**src/rcs_params.svh**
```systemverilog
`ifndef RCS_PARAMS_SVH
`define RCS_PARAMS_SVH

// ----------------------------------------------------------------------
// widths
// ----------------------------------------------------------------------
`define RCS_PC_W 21
`define RCS_RETAIN_AW 3

// ----------------------------------------------------------------------
// program counter targets
// ----------------------------------------------------------------------
`define RCS_RESET_VECTOR 21'h00000
`define RCS_VEC_HIGH 21'h00008
`define RCS_VEC_LOW 21'h00018
`define RCS_PC_STEP 21'h00002

// ----------------------------------------------------------------------
// reset cause register fields and values
// ----------------------------------------------------------------------
`define RCS_BIT_IPEN 7
`define RCS_BIT_CM 5
`define RCS_BIT_RI 4
`define RCS_BIT_TO 3
`define RCS_BIT_PD 2
`define RCS_BIT_POR 1
`define RCS_BIT_BOR 0
`define RCS_CAUSE_MASK 8'hbf
`define RCS_CAUSE_POR_VAL 8'h3c

// ----------------------------------------------------------------------
// stack pointer register fields
// ----------------------------------------------------------------------
`define RCS_BIT_STACK_FULL_FLAG 7
`define RCS_BIT_STACK_UNDERFLOW_FLAG 6
`define RCS_SP_RST 5'h00
`define RCS_SP_STEP 5'h01

// ----------------------------------------------------------------------
// core register reset values
// ----------------------------------------------------------------------
`define RCS_INT_CONTROL_MAIN_RST 8'h00
`define RCS_INT_CONTROL_SECOND_RST 8'hff
`define RCS_INT_CONTROL_THIRD_RST 8'hc0
`define RCS_BSR_RST 4'h0

`endif

```
**src/rcs_pkg.sv**
```systemverilog
package rcs_pkg;

  typedef enum logic [1:0] {
    RCS_PM_FULL,
    RCS_PM_RUN,
    RCS_PM_IDLE
  } rcs_pm_t;

  typedef enum logic [3:0] {
    RCS_ACT_NONE,
    RCS_ACT_POR,
    RCS_ACT_BOR,
    RCS_ACT_DSW,
    RCS_ACT_CM,
    RCS_ACT_RI,
    RCS_ACT_PIN,
    RCS_ACT_SFUL,
    RCS_ACT_SUNF,
    RCS_ACT_WDT,
    RCS_ACT_INT
  } rcs_act_t;

  typedef struct packed {
    logic [7:0] cause;
    logic stk_full;
    logic stk_unf;
    logic [4:0] sp;
    logic [20:0] tos;
    logic [4:0] prog_counter_latch_upper;
    logic [7:0] prog_counter_latch_high;
    logic [21:0] tblptr;
    logic [7:0] table_latch;
    logic [7:0] int_control_main;
    logic [7:0] int_control_second;
    logic [7:0] int_control_third;
    logic [3:0] bank_select_reg;
    logic restart;
    logic pc_load;
    logic [20:0] pc_val;
  } rcs_state_t;

  typedef struct packed {
    logic [7:0][7:0] mem;
    logic [7:0] rdata;
  } rcs_mem_state_t;

endpackage

```
**src/rcs_reset_cause.sv**
```systemverilog
// Contract
// - plain registers power up unknown and keep contents across other resets
// - registers with reset state load per class: power, warm, or wake
// - watchdog or interrupt wake keeps registers; low PC becomes PC + 2
// - power-on: restart 0000h, mismatch, instr, timeout, powerdown set
// - brown-out: restart 0000h, those four set, brown-out clear, rest kept
// - reset instruction clears its flag; mismatch clears its flag
// - pin reset in run mode: restart 0000h, set timeout flag only
// - pin reset in idle or sleep: restart, set timeout, clear powerdown
// - pin reset at full power: restart, no flag changes
// - overflow with fault reset enabled: restart, set stack full flag
// - underflow with fault reset enabled: restart, set underflow flag
// - underflow with fault reset disabled: no restart, still set flag
// - watchdog at full power or run: restart 0000h, clear timeout
// - watchdog in idle or sleep: continue at PC + 2, clear both flags
// - interrupt wake: continue at PC + 2, clear powerdown flag
// - interrupt wake with global enable: load vector 0008h or 0018h
// - power class clears stack, PC, table regs; int regs ff, c0; bank 0
// - warm class as power but keeps stack flags, int bit 0, data regs
`timescale 1ns/100ps
`default_nettype none
`include "rcs_params.svh"

module rcs_reset_cause (
  input wire logic ref_clk_i,
  input wire logic rst_i,
  input wire logic por_event_i,
  input wire logic bor_event_i,
  input wire logic deep_sleep_wake_i,
  input wire logic config_mismatch_i,
  input wire logic reset_instr_i,
  input wire logic external_reset_pin_i,
  input wire logic stack_overflow_i,
  input wire logic stack_underflow_i,
  input wire logic watchdog_timer_i,
  input wire logic int_wake_i,
  input wire logic int_high_prio_i,
  input wire rcs_pkg::rcs_pm_t pm_mode_i,
  input wire logic stack_fault_reset_enable_i,
  input wire logic high_prio_global_int_enable_i,
  input wire logic low_prio_global_int_enable_i,
  input wire logic [`RCS_PC_W-1:0] pc_i,
  input wire logic cause_we_i,
  input wire logic [7:0] cause_wdata_i,
  input wire logic stack_flags_we_i,
  input wire logic [1:0] stack_flags_wdata_i,
  input wire logic retain_we_i,
  input wire logic [`RCS_RETAIN_AW-1:0] retain_waddr_i,
  input wire logic [7:0] retain_wdata_i,
  input wire logic [`RCS_RETAIN_AW-1:0] retain_raddr_i,
  output logic [7:0] reset_cause_register_o,
  output logic [7:0] stack_pointer_reg_o,
  output logic [`RCS_PC_W-1:0] top_of_stack_o,
  output logic [4:0] prog_counter_latch_upper_o,
  output logic [7:0] prog_counter_latch_high_o,
  output logic [21:0] table_pointer_o,
  output logic [7:0] table_latch_o,
  output logic [7:0] int_control_main_o,
  output logic [7:0] int_control_second_o,
  output logic [7:0] int_control_third_o,
  output logic [3:0] bank_select_reg_o,
  output logic core_restart_o,
  output logic pc_load_o,
  output logic [`RCS_PC_W-1:0] pc_load_value_o,
  output logic [7:0] retain_rdata_o
);
  import rcs_pkg::*;

  // --------------------------------------------------------------------
  // helpers
  // --------------------------------------------------------------------
  // one event per cycle; power events outrank warm ones, wakes come last
  function automatic rcs_act_t rcs_pick(
    input logic por, input logic bor, input logic dsw, input logic cm,
    input logic ri, input logic pin, input logic sful, input logic sunf,
    input logic wdt, input logic iwk);
    rcs_act_t a;
    a = RCS_ACT_NONE;
    if (por) begin
      a = RCS_ACT_POR;
    end else if (bor) begin
      a = RCS_ACT_BOR;
    end else if (dsw) begin
      a = RCS_ACT_DSW;
    end else if (cm) begin
      a = RCS_ACT_CM;
    end else if (ri) begin
      a = RCS_ACT_RI;
    end else if (pin) begin
      a = RCS_ACT_PIN;
    end else if (sful) begin
      a = RCS_ACT_SFUL;
    end else if (sunf) begin
      a = RCS_ACT_SUNF;
    end else if (wdt) begin
      a = RCS_ACT_WDT;
    end else if (iwk) begin
      a = RCS_ACT_INT;
    end
    return a;
  endfunction

  function automatic logic [`RCS_PC_W-1:0] rcs_next_pc(
    input logic [`RCS_PC_W-1:0] pc);
    return pc + `RCS_PC_STEP;
  endfunction

  // core registers for a restart; power keeps nothing, warm keeps int bit 0
  function automatic rcs_state_t rcs_init_core(
    input rcs_state_t s, input logic power);
    rcs_state_t r;
    r = s;
    r.sp = `RCS_SP_RST;
    r.tos = `RCS_RESET_VECTOR;
    r.prog_counter_latch_upper = 5'h00;
    r.prog_counter_latch_high = 8'h00;
    r.tblptr = 22'h000000;
    r.table_latch = 8'h00;
    if (power) begin
      r.int_control_main = `RCS_INT_CONTROL_MAIN_RST;
    end else begin
      r.int_control_main = {7'h00, s.int_control_main[0]};
    end
    r.int_control_second = `RCS_INT_CONTROL_SECOND_RST;
    r.int_control_third = `RCS_INT_CONTROL_THIRD_RST;
    r.bank_select_reg = `RCS_BSR_RST;
    // priority enable bit reads 0 after every restart; wakes and stack errors with fault reset disabled keep it
    r.cause[`RCS_BIT_IPEN] = 1'b0;
    r.restart = 1'b1;
    r.pc_load = 1'b1;
    r.pc_val = `RCS_RESET_VECTOR;
    return r;
  endfunction

  // power-class state with the power-on cause pattern
  function automatic rcs_state_t rcs_power_state(input rcs_state_t s);
    rcs_state_t r;
    r = rcs_init_core(s, 1'b1);
    r.cause = `RCS_CAUSE_POR_VAL;
    r.stk_full = 1'b0;
    r.stk_unf = 1'b0;
    return r;
  endfunction

  // --------------------------------------------------------------------
  // state
  // --------------------------------------------------------------------
  rcs_state_t s_reg;
  rcs_state_t s_next;
  rcs_act_t act_w;
  logic idle_w;
  logic gie_w;

  assign act_w = rcs_pick(por_event_i, bor_event_i, deep_sleep_wake_i,
                          config_mismatch_i, reset_instr_i,
                          external_reset_pin_i, stack_overflow_i,
                          stack_underflow_i, watchdog_timer_i, int_wake_i);
  assign idle_w = (pm_mode_i == RCS_PM_IDLE);
  assign gie_w = high_prio_global_int_enable_i |
                 low_prio_global_int_enable_i;

  // --------------------------------------------------------------------
  // next state
  // --------------------------------------------------------------------
  // software writes first, events after: a hardware update wins a tie
  always_comb begin
    s_next = s_reg;
    s_next.restart = 1'b0;
    s_next.pc_load = 1'b0;
    if (cause_we_i) begin
      s_next.cause = cause_wdata_i & `RCS_CAUSE_MASK;
    end
    if (stack_flags_we_i) begin
      s_next.stk_full = stack_flags_wdata_i[1];
      s_next.stk_unf = stack_flags_wdata_i[0];
    end
    unique case (act_w)
      RCS_ACT_NONE: begin
        s_next.restart = 1'b0;
      end
      RCS_ACT_POR, RCS_ACT_DSW: begin
        s_next = rcs_power_state(s_next);
      end
      RCS_ACT_BOR: begin
        s_next = rcs_init_core(s_next, 1'b1);
        s_next.cause[`RCS_BIT_IPEN] = 1'b0;
        s_next.cause[`RCS_BIT_CM] = 1'b1;
        s_next.cause[`RCS_BIT_RI] = 1'b1;
        s_next.cause[`RCS_BIT_TO] = 1'b1;
        s_next.cause[`RCS_BIT_PD] = 1'b1;
        s_next.cause[`RCS_BIT_BOR] = 1'b0;
      end
      RCS_ACT_CM: begin
        s_next = rcs_init_core(s_next, 1'b0);
        s_next.cause[`RCS_BIT_CM] = 1'b0;
      end
      RCS_ACT_RI: begin
        s_next = rcs_init_core(s_next, 1'b0);
        s_next.cause[`RCS_BIT_RI] = 1'b0;
      end
      RCS_ACT_PIN: begin
        s_next = rcs_init_core(s_next, 1'b0);
        if (pm_mode_i != RCS_PM_FULL) begin
          s_next.cause[`RCS_BIT_TO] = 1'b1;
        end
        if (idle_w) begin
          s_next.cause[`RCS_BIT_PD] = 1'b0;
        end
      end
      RCS_ACT_SFUL: begin
        // a disabled fault reset still records the overflow
        if (stack_fault_reset_enable_i) begin
          s_next = rcs_init_core(s_next, 1'b0);
        end
        s_next.stk_full = 1'b1;
      end
      RCS_ACT_SUNF: begin
        if (stack_fault_reset_enable_i) begin
          s_next = rcs_init_core(s_next, 1'b0);
        end
        s_next.stk_unf = 1'b1;
      end
      RCS_ACT_WDT: begin
        if (idle_w) begin
          s_next.pc_load = 1'b1;
          s_next.pc_val = rcs_next_pc(pc_i);
          s_next.cause[`RCS_BIT_PD] = 1'b0;
        end else begin
          s_next = rcs_init_core(s_next, 1'b0);
        end
        s_next.cause[`RCS_BIT_TO] = 1'b0;
      end
      RCS_ACT_INT: begin
        s_next.pc_load = 1'b1;
        s_next.cause[`RCS_BIT_PD] = 1'b0;
        if (gie_w) begin
          // vectoring pushes the resume address
          s_next.tos = rcs_next_pc(pc_i);
          s_next.sp = s_reg.sp + `RCS_SP_STEP;
          s_next.pc_val = int_high_prio_i ? `RCS_VEC_HIGH
                                          : `RCS_VEC_LOW;
        end else begin
          s_next.pc_val = rcs_next_pc(pc_i);
        end
      end
    endcase
  end

  always_ff @(posedge ref_clk_i) begin
    if (rst_i) begin
      s_reg <= rcs_power_state('0);
    end else begin
      s_reg <= s_next;
    end
  end

  // --------------------------------------------------------------------
  // retained data registers
  // --------------------------------------------------------------------
  rcs_retain_mem u_retain (
    .ref_clk_i(ref_clk_i),
    .we_i(retain_we_i),
    .waddr_i(retain_waddr_i),
    .wdata_i(retain_wdata_i),
    .raddr_i(retain_raddr_i),
    .rdata_o(retain_rdata_o)
  );

  // --------------------------------------------------------------------
  // outputs
  // --------------------------------------------------------------------
  assign reset_cause_register_o = s_reg.cause;
  assign stack_pointer_reg_o = {s_reg.stk_full, s_reg.stk_unf, 1'b0,
                                s_reg.sp};
  assign top_of_stack_o = s_reg.tos;
  assign prog_counter_latch_upper_o = s_reg.prog_counter_latch_upper;
  assign prog_counter_latch_high_o = s_reg.prog_counter_latch_high;
  assign table_pointer_o = s_reg.tblptr;
  assign table_latch_o = s_reg.table_latch;
  assign int_control_main_o = s_reg.int_control_main;
  assign int_control_second_o = s_reg.int_control_second;
  assign int_control_third_o = s_reg.int_control_third;
  assign bank_select_reg_o = s_reg.bank_select_reg;
  assign core_restart_o = s_reg.restart;
  assign pc_load_o = s_reg.pc_load;
  assign pc_load_value_o = s_reg.pc_val;

  // --------------------------------------------------------------------
  // checks
  // --------------------------------------------------------------------
  a_por_pattern: assert property (@(posedge ref_clk_i) disable iff (rst_i)
    act_w == RCS_ACT_POR |=> core_restart_o && pc_load_value_o == 21'h00000
      && reset_cause_register_o == 8'h3c
      && stack_pointer_reg_o == 8'h00)
    else $error("power-on cause pattern wrong");

  a_bor_flags: assert property (@(posedge ref_clk_i) disable iff (rst_i)
    act_w == RCS_ACT_BOR && !stack_flags_we_i && !cause_we_i
      |=> reset_cause_register_o[5:2] == 4'hf
      && !reset_cause_register_o[0]
      && reset_cause_register_o[1] == $past(reset_cause_register_o[1])
      && stack_pointer_reg_o[7:6] == $past(stack_pointer_reg_o[7:6]))
    else $error("brown-out flags wrong");

  a_ri_clear: assert property (@(posedge ref_clk_i) disable iff (rst_i)
    act_w == RCS_ACT_RI && !cause_we_i |=> core_restart_o
      && reset_cause_register_o ==
         ($past(reset_cause_register_o) & 8'h6f))
    else $error("reset instruction flag update wrong");

  a_pin_flags: assert property (@(posedge ref_clk_i) disable iff (rst_i)
    act_w == RCS_ACT_PIN && pm_mode_i == RCS_PM_IDLE && !cause_we_i
      |=> reset_cause_register_o == (($past(reset_cause_register_o)
          | 8'h08) & 8'h7b))
    else $error("pin reset in sleep flags wrong");

  a_pin_full: assert property (@(posedge ref_clk_i) disable iff (rst_i)
    act_w == RCS_ACT_PIN && pm_mode_i == RCS_PM_FULL && !cause_we_i
      |=> reset_cause_register_o[6:0] ==
          $past(reset_cause_register_o[6:0])
      && !reset_cause_register_o[7] && core_restart_o)
    else $error("pin reset at full power touched flags");

  a_unf_noreset: assert property (@(posedge ref_clk_i) disable iff (rst_i)
    act_w == RCS_ACT_SUNF && !stack_fault_reset_enable_i
      |=> !core_restart_o && !pc_load_o && stack_pointer_reg_o[6])
    else $error("underflow without enable restarted");

  a_wdt_sleep: assert property (@(posedge ref_clk_i) disable iff (rst_i)
    act_w == RCS_ACT_WDT && pm_mode_i == RCS_PM_IDLE
      |=> !core_restart_o && pc_load_o
      && pc_load_value_o == $past(pc_i) + 21'h00002
      && reset_cause_register_o[3:2] == 2'b00)
    else $error("watchdog wake from sleep wrong");

  a_int_vector: assert property (@(posedge ref_clk_i) disable iff (rst_i)
    act_w == RCS_ACT_INT && gie_w
      |=> pc_load_o && pc_load_value_o ==
          ($past(int_high_prio_i) ? 21'h00008 : 21'h00018))
    else $error("interrupt vector wrong");

  a_warm_int_control_main: assert property (@(posedge ref_clk_i) disable iff (rst_i)
    act_w == RCS_ACT_CM |=> int_control_second_o == 8'hff
      && int_control_third_o == 8'hc0
      && int_control_main_o == {7'h00, $past(int_control_main_o[0])}
      && bank_select_reg_o == 4'h0)
    else $error("warm reset core registers wrong");

  a_cause_hold: assert property (@(posedge ref_clk_i) disable iff (rst_i)
    act_w == RCS_ACT_NONE && !cause_we_i
      |=> $stable(reset_cause_register_o) && !core_restart_o)
    else $error("cause flags changed without event");

  c_power_on: cover property (@(posedge ref_clk_i) disable iff (rst_i)
    act_w == RCS_ACT_POR ##1 core_restart_o);
  c_int_vector: cover property (@(posedge ref_clk_i) disable iff (rst_i)
    act_w == RCS_ACT_INT && gie_w);
  c_wdt_wake: cover property (@(posedge ref_clk_i) disable iff (rst_i)
    act_w == RCS_ACT_WDT && idle_w);
  c_unf_error: cover property (@(posedge ref_clk_i) disable iff (rst_i)
    act_w == RCS_ACT_SUNF && !stack_fault_reset_enable_i);

endmodule // rcs_reset_cause

`default_nettype wire

```
**src/rcs_retain_mem.sv**
```systemverilog
`timescale 1ns/100ps
`default_nettype none
`include "rcs_params.svh"

// no reset on purpose: contents are unknown after power-up and survive
// every later reset of the core
module rcs_retain_mem (
  input wire logic ref_clk_i,
  input wire logic we_i,
  input wire logic [`RCS_RETAIN_AW-1:0] waddr_i,
  input wire logic [7:0] wdata_i,
  input wire logic [`RCS_RETAIN_AW-1:0] raddr_i,
  output logic [7:0] rdata_o
);
  import rcs_pkg::*;

  rcs_mem_state_t m_reg;
  rcs_mem_state_t m_next;

  always_comb begin
    m_next = m_reg;
    if (we_i) begin
      m_next.mem[waddr_i] = wdata_i;
    end
    m_next.rdata = m_reg.mem[raddr_i];
  end

  always_ff @(posedge ref_clk_i) begin
    m_reg <= m_next;
  end

  assign rdata_o = m_reg.rdata;

endmodule // rcs_retain_mem

`default_nettype wire

```
**config.mk**
```make
export PLATFORM = sky130hd
export DESIGN_NAME = rcs_reset_cause
export DESIGN_NICKNAME = d
export VERILOG_FILES = /design/src/rcs_pkg.sv /design/src/rcs_reset_cause.sv /design/src/rcs_retain_mem.sv
export VERILOG_INCLUDE_DIRS = /design/src /design/src/src
export SDC_FILE = /design/constraint.sdc
export NUM_CORES = 1
export LEC_CHECK = 0
export ABC_AREA = 0
export BUFFER_PORTS_ARGS = -buffer_cell sky130_fd_sc_hd__buf_2
export CAP_MARGIN = 10
export CORE_MARGIN = 1
export CORE_UTILIZATION = 45
export CTS_CLUSTER_SIZE = 40
export DETAILED_ROUTE_END_ITERATION = 8
export PLACE_DENSITY = 0.75
export SLEW_MARGIN = 0
export SYNTH_ARGS = -nofsm -noshare
export SYNTH_HDL_FRONTEND = slang
export SYNTH_SLANG_ARGS = --single-unit
```
**constraint.sdc**
```tcl
create_clock -name ref_clk_i -period 4.55 [get_ports ref_clk_i]
set_clock_uncertainty 0.1 [all_clocks]
set_input_delay 0.6825 -clock ref_clk_i [delete_from_list [all_inputs] [get_ports ref_clk_i]]
set_output_delay 0.6825 -clock ref_clk_i [all_outputs]
set_load 0.01 [all_outputs]
```
==> qor.txt, run 1 <==
VDD IR max - 0.299 mV
CP endpoint kind - flip-flop
Maximum root-to-sink buffer count - 2
WS Path Type - in2reg
Gr usage total - 0.191
Slowest Stage Delay on Critical Path - 0.58 ns
Switching Share - 0.234
Design Area, Final - 0.00715 sq mm
Crit-path cells - buf_2 -> or4_4 -> or3_1 -> nor2_1 -> a211o_2 -> nor3_1 -> or3_1
Syn_area_per_cell - 11.8 sq um
Pleak - 2.80 nW
DRC - 0
Setup crit start kind - primary input
Area after DPL - 0.00661 sq mm
H-tree Lvls - 4
Global route total overflow - 0
Initial antenna violation count - 0
Root Driver - clkbuf_16
Row cnt - 42
Status - complete, no violations
Most frequent CP cell - or3_1
Max Slew Vio Count - 0
Crit-path max FO - 40
Setup WS post-layout - 1.37 ns
Max Fclk - 0.315 GHz
Worst-skew pair later-pin latency - 0.41 ns
Clock Pin Slew Worst Setup and Hold Paths - 0.06 ns
Worst Hold Class - reg2reg
Sequential fraction of the synthesis area - 0.533
Setup TNS - 0 ns
Setup Fix Bufs, Post-CTS - 0
CTS tree - done
CP max stage cell - a211o_2
Vias in the first global route - 4216
Avg WL per Cell - 16.2 microns
Final Wtd Congestion - 0.887
CP arrival - 3.38 ns
# IOs - 205
Final hold violation count - 0
Max Cap Violations - 0
DR vias - 4374
Switching power - 0.633 mW
Most used DFF post-synth - dfxtp_1
Filler cells - 1150
Power density cells - 378 mW/mm^2
Mapped Area - 0.00616 sq mm
Post-Route WL - 13400 microns
Post-CTS Resized - 0
Max reg flops - 64
Die W - 119 microns
Ys async rst share - 0
Clk pwr share - 0.451
Ys Warns - 0
Final setup violation count - 0
CTS Hold Bufs - 0
Final ANT Viol Nets - 0
Overall Power - 2.70 mW
Final core utilization - 0.538
Largest net degree at the start of global routing - 41
#FFs+latches synth - 132
P_int - 2.07 mW
Post-Syn Instances - 523
Multi-input logic area - 0.00235 sq mm
Synthesis-to-layout area growth - 16.1%
Ant. Diodes - 0
Area of all sequential standard cells - 0.00328 sq mm
Post-DP HPWL - 9410 microns
Combinational power share - 0.074
Tcrit/Tclk final - 0.699
Synth cell types - 55
Global-route wire length before repair - 21000 microns
Sequential share of power - 0.475
Initial DRT Pass Iterations - 5
Post-route minimum period - 3.18 ns
DR iter-0 viols - 294
Die height - 119 microns
RSZ-0062 raised after global routing - false
Starting density of the core - 0.463
Slew @ Worst Pin - 0.940 ns
CTS sink cnt - 132
Nets - 708
Via/cell ratio - 5.28
Port bufs - 141
Placeable Area - 0.0133 sq mm
Post-place setup slack - 0.987 ns
CTS Buf Count - 17
EDFF count, synth - 64
Req. time, crit path - 4.75 ns
Share of cells above drive strength 1 - 0.323
Slew Limit Headroom - 0.371
Die ar. - 0.0142 sq mm
## area by class of cell
type,count,share of cell area
multi-input combinational,339,0.329
timing repair buffer,145,0.103
sequential,132,0.459
clock inverter,13,0.0121
tap,176,0.0308
inverter,5,0.00263
clock buffer,19,0.0634
## worst max-delay path: cells and delay by family
kind / cells / cell delay [ns]
and+or+nand+nor: 5 / 1.98
AOI/OAI and AO/OA: 1 / 0.58
buffers and inverters: 1 / 0.13
## per-layer routing
metal  vias to the layer above  track usage  routed length [microns]  share of wire
met2                       189        0.329                     6890           0.51
li1                       2051            -                        -              -
met5                         -            0                        0              0
met1                      2117        0.225                     5390           0.40
met3                        17       0.0608                      972          0.072
met4                         0       0.0657                      167          0.012
## through the flow
step | hold WS, ns | std cells
2_1_floorplan | 0.389 | 584
3_3_place_gp | 0.341 | 797
3_5_place_dp | 0.343 | 797
4_1_cts | 0.366 | 829
5_1_grt | 0.383 | 829
6_report | 0.363 | 829
## Yosys cell counts, types with 3 or more instances
cell type	number	share of area
buf_4	82	0.10
mux4_2	16	0.059
or4_1	17	0.021
xor2_1	10	0.014
xnor2_1	8	0.011
nand2b_1	8	0.0081
clkbuf_1	16	0.0098
and3_1	5	0.0051
mux2i_1	9	0.015
o2bb2ai_1	15	0.021
nand4_1	7	0.0071
o211ai_1	4	0.0049
inv_1	4	0.0024
nand3_1	13	0.011
nand2_1	13	0.0079
buf_2	4	0.0033
a21oi_1	32	0.026
or3_1	5	0.0051
o41ai_1	6	0.0085
and4_1	3	0.0043
mux2_2	10	0.018
dfxtp_1	68	0.22
nor4_1	3	0.0030
a211o_1	3	0.0043
nor2_1	22	0.013
edfxtp_1	64	0.31
o21ai_0	28	0.023
nor3_1	12	0.0098
## kinds of logic after synthesis
logic type / count (synthesis) / synth area share
other: 1 / 0.000609
xor gates and xnor gates: 18 / 0.0256
DFF: 132 / 0.533
adders and majority gates: 2 / 0.00406
and+or+nand+nor: 119 / 0.111
muxes: 35 / 0.0915
AOI/OAI and AO/OA: 103 / 0.109
buffers and inverters: 113 / 0.124
## power groups by stage
stage	clock network, mW	registers (mW)	logic, mW
after CTS	1.24	1.28	0.200
final	1.22	1.28	0.200
after detailed placement	0	1.31	0.199
after global placement	0	1.31	0.193
after global routing	1.29	1.28	0.218
after floorplan	0	1.31	0.171
## path summary, 6_finish.rpt
| kind | startpoint | end | slack [ns] | cells after the start |
|---|---|---|---|---|
| setup / recovery | stack_overflow_i | int_control_second_o[6] | 1.37 | 7 |
| hold / removal | pc_load_value_o[13] | pc_load_value_o[13] | 0.36 | 1 |
| setup reg to reg | stack_pointer_reg_o[0] | stack_pointer_reg_o[4] | 3.06 | 6 |
| hold reg to reg | pc_load_value_o[13] | pc_load_value_o[13] | 0.36 | 1 |
## cells in the final DEF (no fill, tap or decap), drive strengths merged, types with 9 or more instances in the layout
| master | n |
|---|---|
| o21ai | 28 |
| nand2 | 13 |
| nand3 | 13 |
| mux2i | 9 |
| mux4 | 16 |
| mux2 | 10 |
| nor3 | 12 |
| clkinv | 9 |
| o2bb2ai | 15 |
| a21oi | 32 |
| clkbuf | 19 |
| buf | 145 |
| xor2 | 10 |
| edfxtp | 64 |
| conb | 62 |
| or4 | 19 |
| dfxtp | 68 |
| nor2 | 22 |
No activity file was read; power rests on OpenSTA's default activity.
==> run 2: changes to the inputs <==
PLACE_DENSITY = 0.78   (was 0.75)
clock period = 2.7 ns   (was 4.55 ns; I/O delays follow)
==> qor.txt, run 2 (synthesis gave the netlist of run 1 again) <==
Status - complete, no violations
CP max stage cell - a211oi_1
VDD IR max - 0.451 mV (+51%)
DR iter-0 viols - 271 (-7.8%)
Final hold violation count - 0 (unchanged)
Ant. Diodes - 0 (unchanged)
WHS - 0.150 ns (-0.212 ns)
R2R Setup Slk - 1.21 ns (-1.85 ns)
Final setup violation count - 0 (unchanged)
Switching Share - 0.230 (-0.00420)
Hold path endpoint - reset_cause_register_o[1]
Synthesis-to-layout area growth - 21.3%
Most frequent CP cell - buf_4
Via/cell ratio - 5.17 (-2.1%)
Die height - 119 microns (unchanged)
CP Depth - 9 (+2)
Setup Fix Bufs, Post-CTS - 0 (unchanged)
Sequential share of power - 0.455 (-0.020)
Nets - 738 (+4.2%)
Global-route wire length before repair - 22000 microns (+5.0%)
Starting density of the core - 0.463 (unchanged)
Post-route minimum period - 2.46 ns
Pleak - 2.99 nW (+6.7%)
CTS sink cnt - 132 (unchanged)
Final ANT Viol Nets - 0 (unchanged)
Commonest cells after routing, fill and taps aside - buf_2, dfxtp_1, edfxtp_1
Die ar. - 0.0142 sq mm (unchanged)
CTS Hold Bufs - 0 (unchanged)
DR vias - 4437 (+1.4%)
# IOs - 205 (unchanged)
Post-CTS Resized - 0 (unchanged)
CTS tree - done
Max Fclk - 0.407 GHz
Crit-path max FO - 7 (-83%)
Largest net degree at the start of global routing - 37 (-9.8%)
Post-place setup slack - -0.116 ns (-1.10 ns)
Req. time, crit path - 2.89 ns (-1.86 ns)
Initial DRT Pass Iterations - 4 (-1)
Max Slew Vio Count - 0 (unchanged)
Final Wtd Congestion - 0.836 (-5.8%)
R2r worst-path depth - 6 (unchanged)
Hold Path Stages - 3 (+2)
H-tree Lvls - 4 (unchanged)
Clk pwr share - 0.469 (+0.018)
Setup WS post-layout - 0.242 ns (-1.13 ns)
Post-DP HPWL - 10000 microns (+6.2%)
Post-Route WL - 13800 microns (+3.2%)
DRC - 0 (unchanged)
Tcrit/Tclk final - 0.910
Commonest non-fill, non-tap cell in the layout - buf_2
Switching power - 1.09 mW (+73%)
Slowest Stage Delay on Critical Path - 0.46 ns (-0.12 ns)
Power density cells - 636 mW/mm^2 (+68%)
Crit-path leading delay family - compound AO/OA/AOI/OAI gates
Max Cap Violations - 0 (unchanged)
CTS Buf Count - 17 (unchanged)
Worst r2r src - stack_pointer_reg_o[1]
Placeable Area - 0.0133 sq mm (unchanged)
Clock Pin Slew Worst Setup and Hold Paths - 0.06 ns (about the same)
Setup TNS - 0 ns (unchanged)
P_int - 3.66 mW (+77%)
Die W - 119 microns (unchanged)
Slew @ Worst Pin - 0.618 ns (-0.322 ns)
Share of cells above drive strength 1 - 0.354 (+0.0312)
Root Driver - clkbuf_16
Maximum root-to-sink buffer count - 2 (unchanged)
Crit-path cells - buf_2 -> buf_4 -> nor4_1 -> a22o_2 -> nor2_1 -> buf_4 -> a211oi_1 -> nand2_1 -> o41ai_1
Hold_sp - cause_wdata_i[1]
Setup crit start kind - primary input
CP endpoint kind - flip-flop
CP bufs+invs - 3 (+2)
RSZ-0062 raised after global routing - false
Max reg flops - 64 (unchanged)
Global route total overflow - 0 (unchanged)
Combinational power share - 0.076 (+0.002)
RR Endpoint - stack_pointer_reg_o[4]
Port bufs - 141 (unchanged)
Row cnt - 42 (unchanged)
WS Path Type - in2reg
Worst Hold Class - in2reg
Gr usage total - 0.201 (+0.00940)
Slew Limit Headroom - 0.587 (+0.215)
Final core utilization - 0.562 (+0.0239)
Worst-skew pair later-pin latency - 0.41 ns (about the same)
CP arrival - 2.65 ns (-0.73 ns)
Avg WL per Cell - 16.1 microns (-0.44%)
Initial antenna violation count - 0 (unchanged)
Vias in the first global route - 4338 (+2.9%)
[run 2: worst reg2reg max path: stages, from the launching register on]
cell     delay, ns
dfxtp_1       0.38
ha_1          0.19
nand3_1       0.13
nor2_1        0.13
nor2_1        0.05
o41ai_1       0.26
a21oi_1       0.11
[run 2: final cells by class]
class	instances	area, sq um
well taps	176	220
clock buffers	18	429
inverters	5	18.8
repair buffers	175	1010
clock inverters	14	153
fillers	1096	5830
flip-flops and latches	132	3280
multi-input cells	339	2350
[run 2: layer usage]
metal	wire length (microns)	up-vias	GRT usage
met1	5590	2122	0.240
met3	805	18	0.0465
met4	265	0	0.0752
li1	-	2109	-
met5	0	-	0
met2	7180	188	0.351
[run 2: per-stage QoR]
stage | power, mW | instance area, sq um | std cells
floorplan | 2.49 | 6380 | 584
global placement | 2.54 | 6880 | 827
detailed placement | 2.56 | 6880 | 827
CTS | 4.78 | 7470 | 859
global route | 4.91 | 7470 | 859
finish | 4.75 | 7470 | 859
[run 2: how the worst max path moves through the flow]
stage | end | slack [ns] | startpoint
after floorplan | int_control_second_o[6] | 0.08 | stack_overflow_i
after global placement | stack_pointer_reg_o[2] | -0.04 | stack_overflow_i
after detailed placement | top_of_stack_o[18] | -0.12 | stack_overflow_i
after CTS | top_of_stack_o[18] | 0.28 | stack_overflow_i
after global routing | top_of_stack_o[18] | 0.09 | stack_overflow_i
final | top_of_stack_o[18] | 0.24 | stack_overflow_i
[run 2: power groups by stage]
stage | Clock, mW | Combinational, mW | Sequential (mW)
2_1_floorplan | 0 | 0.287 | 2.20
3_3_place_gp | 0 | 0.344 | 2.20
3_5_place_dp | 0 | 0.358 | 2.20
4_1_cts | 2.26 | 0.360 | 2.16
5_1_grt | 2.35 | 0.393 | 2.17
6_report | 2.23 | 0.361 | 2.16
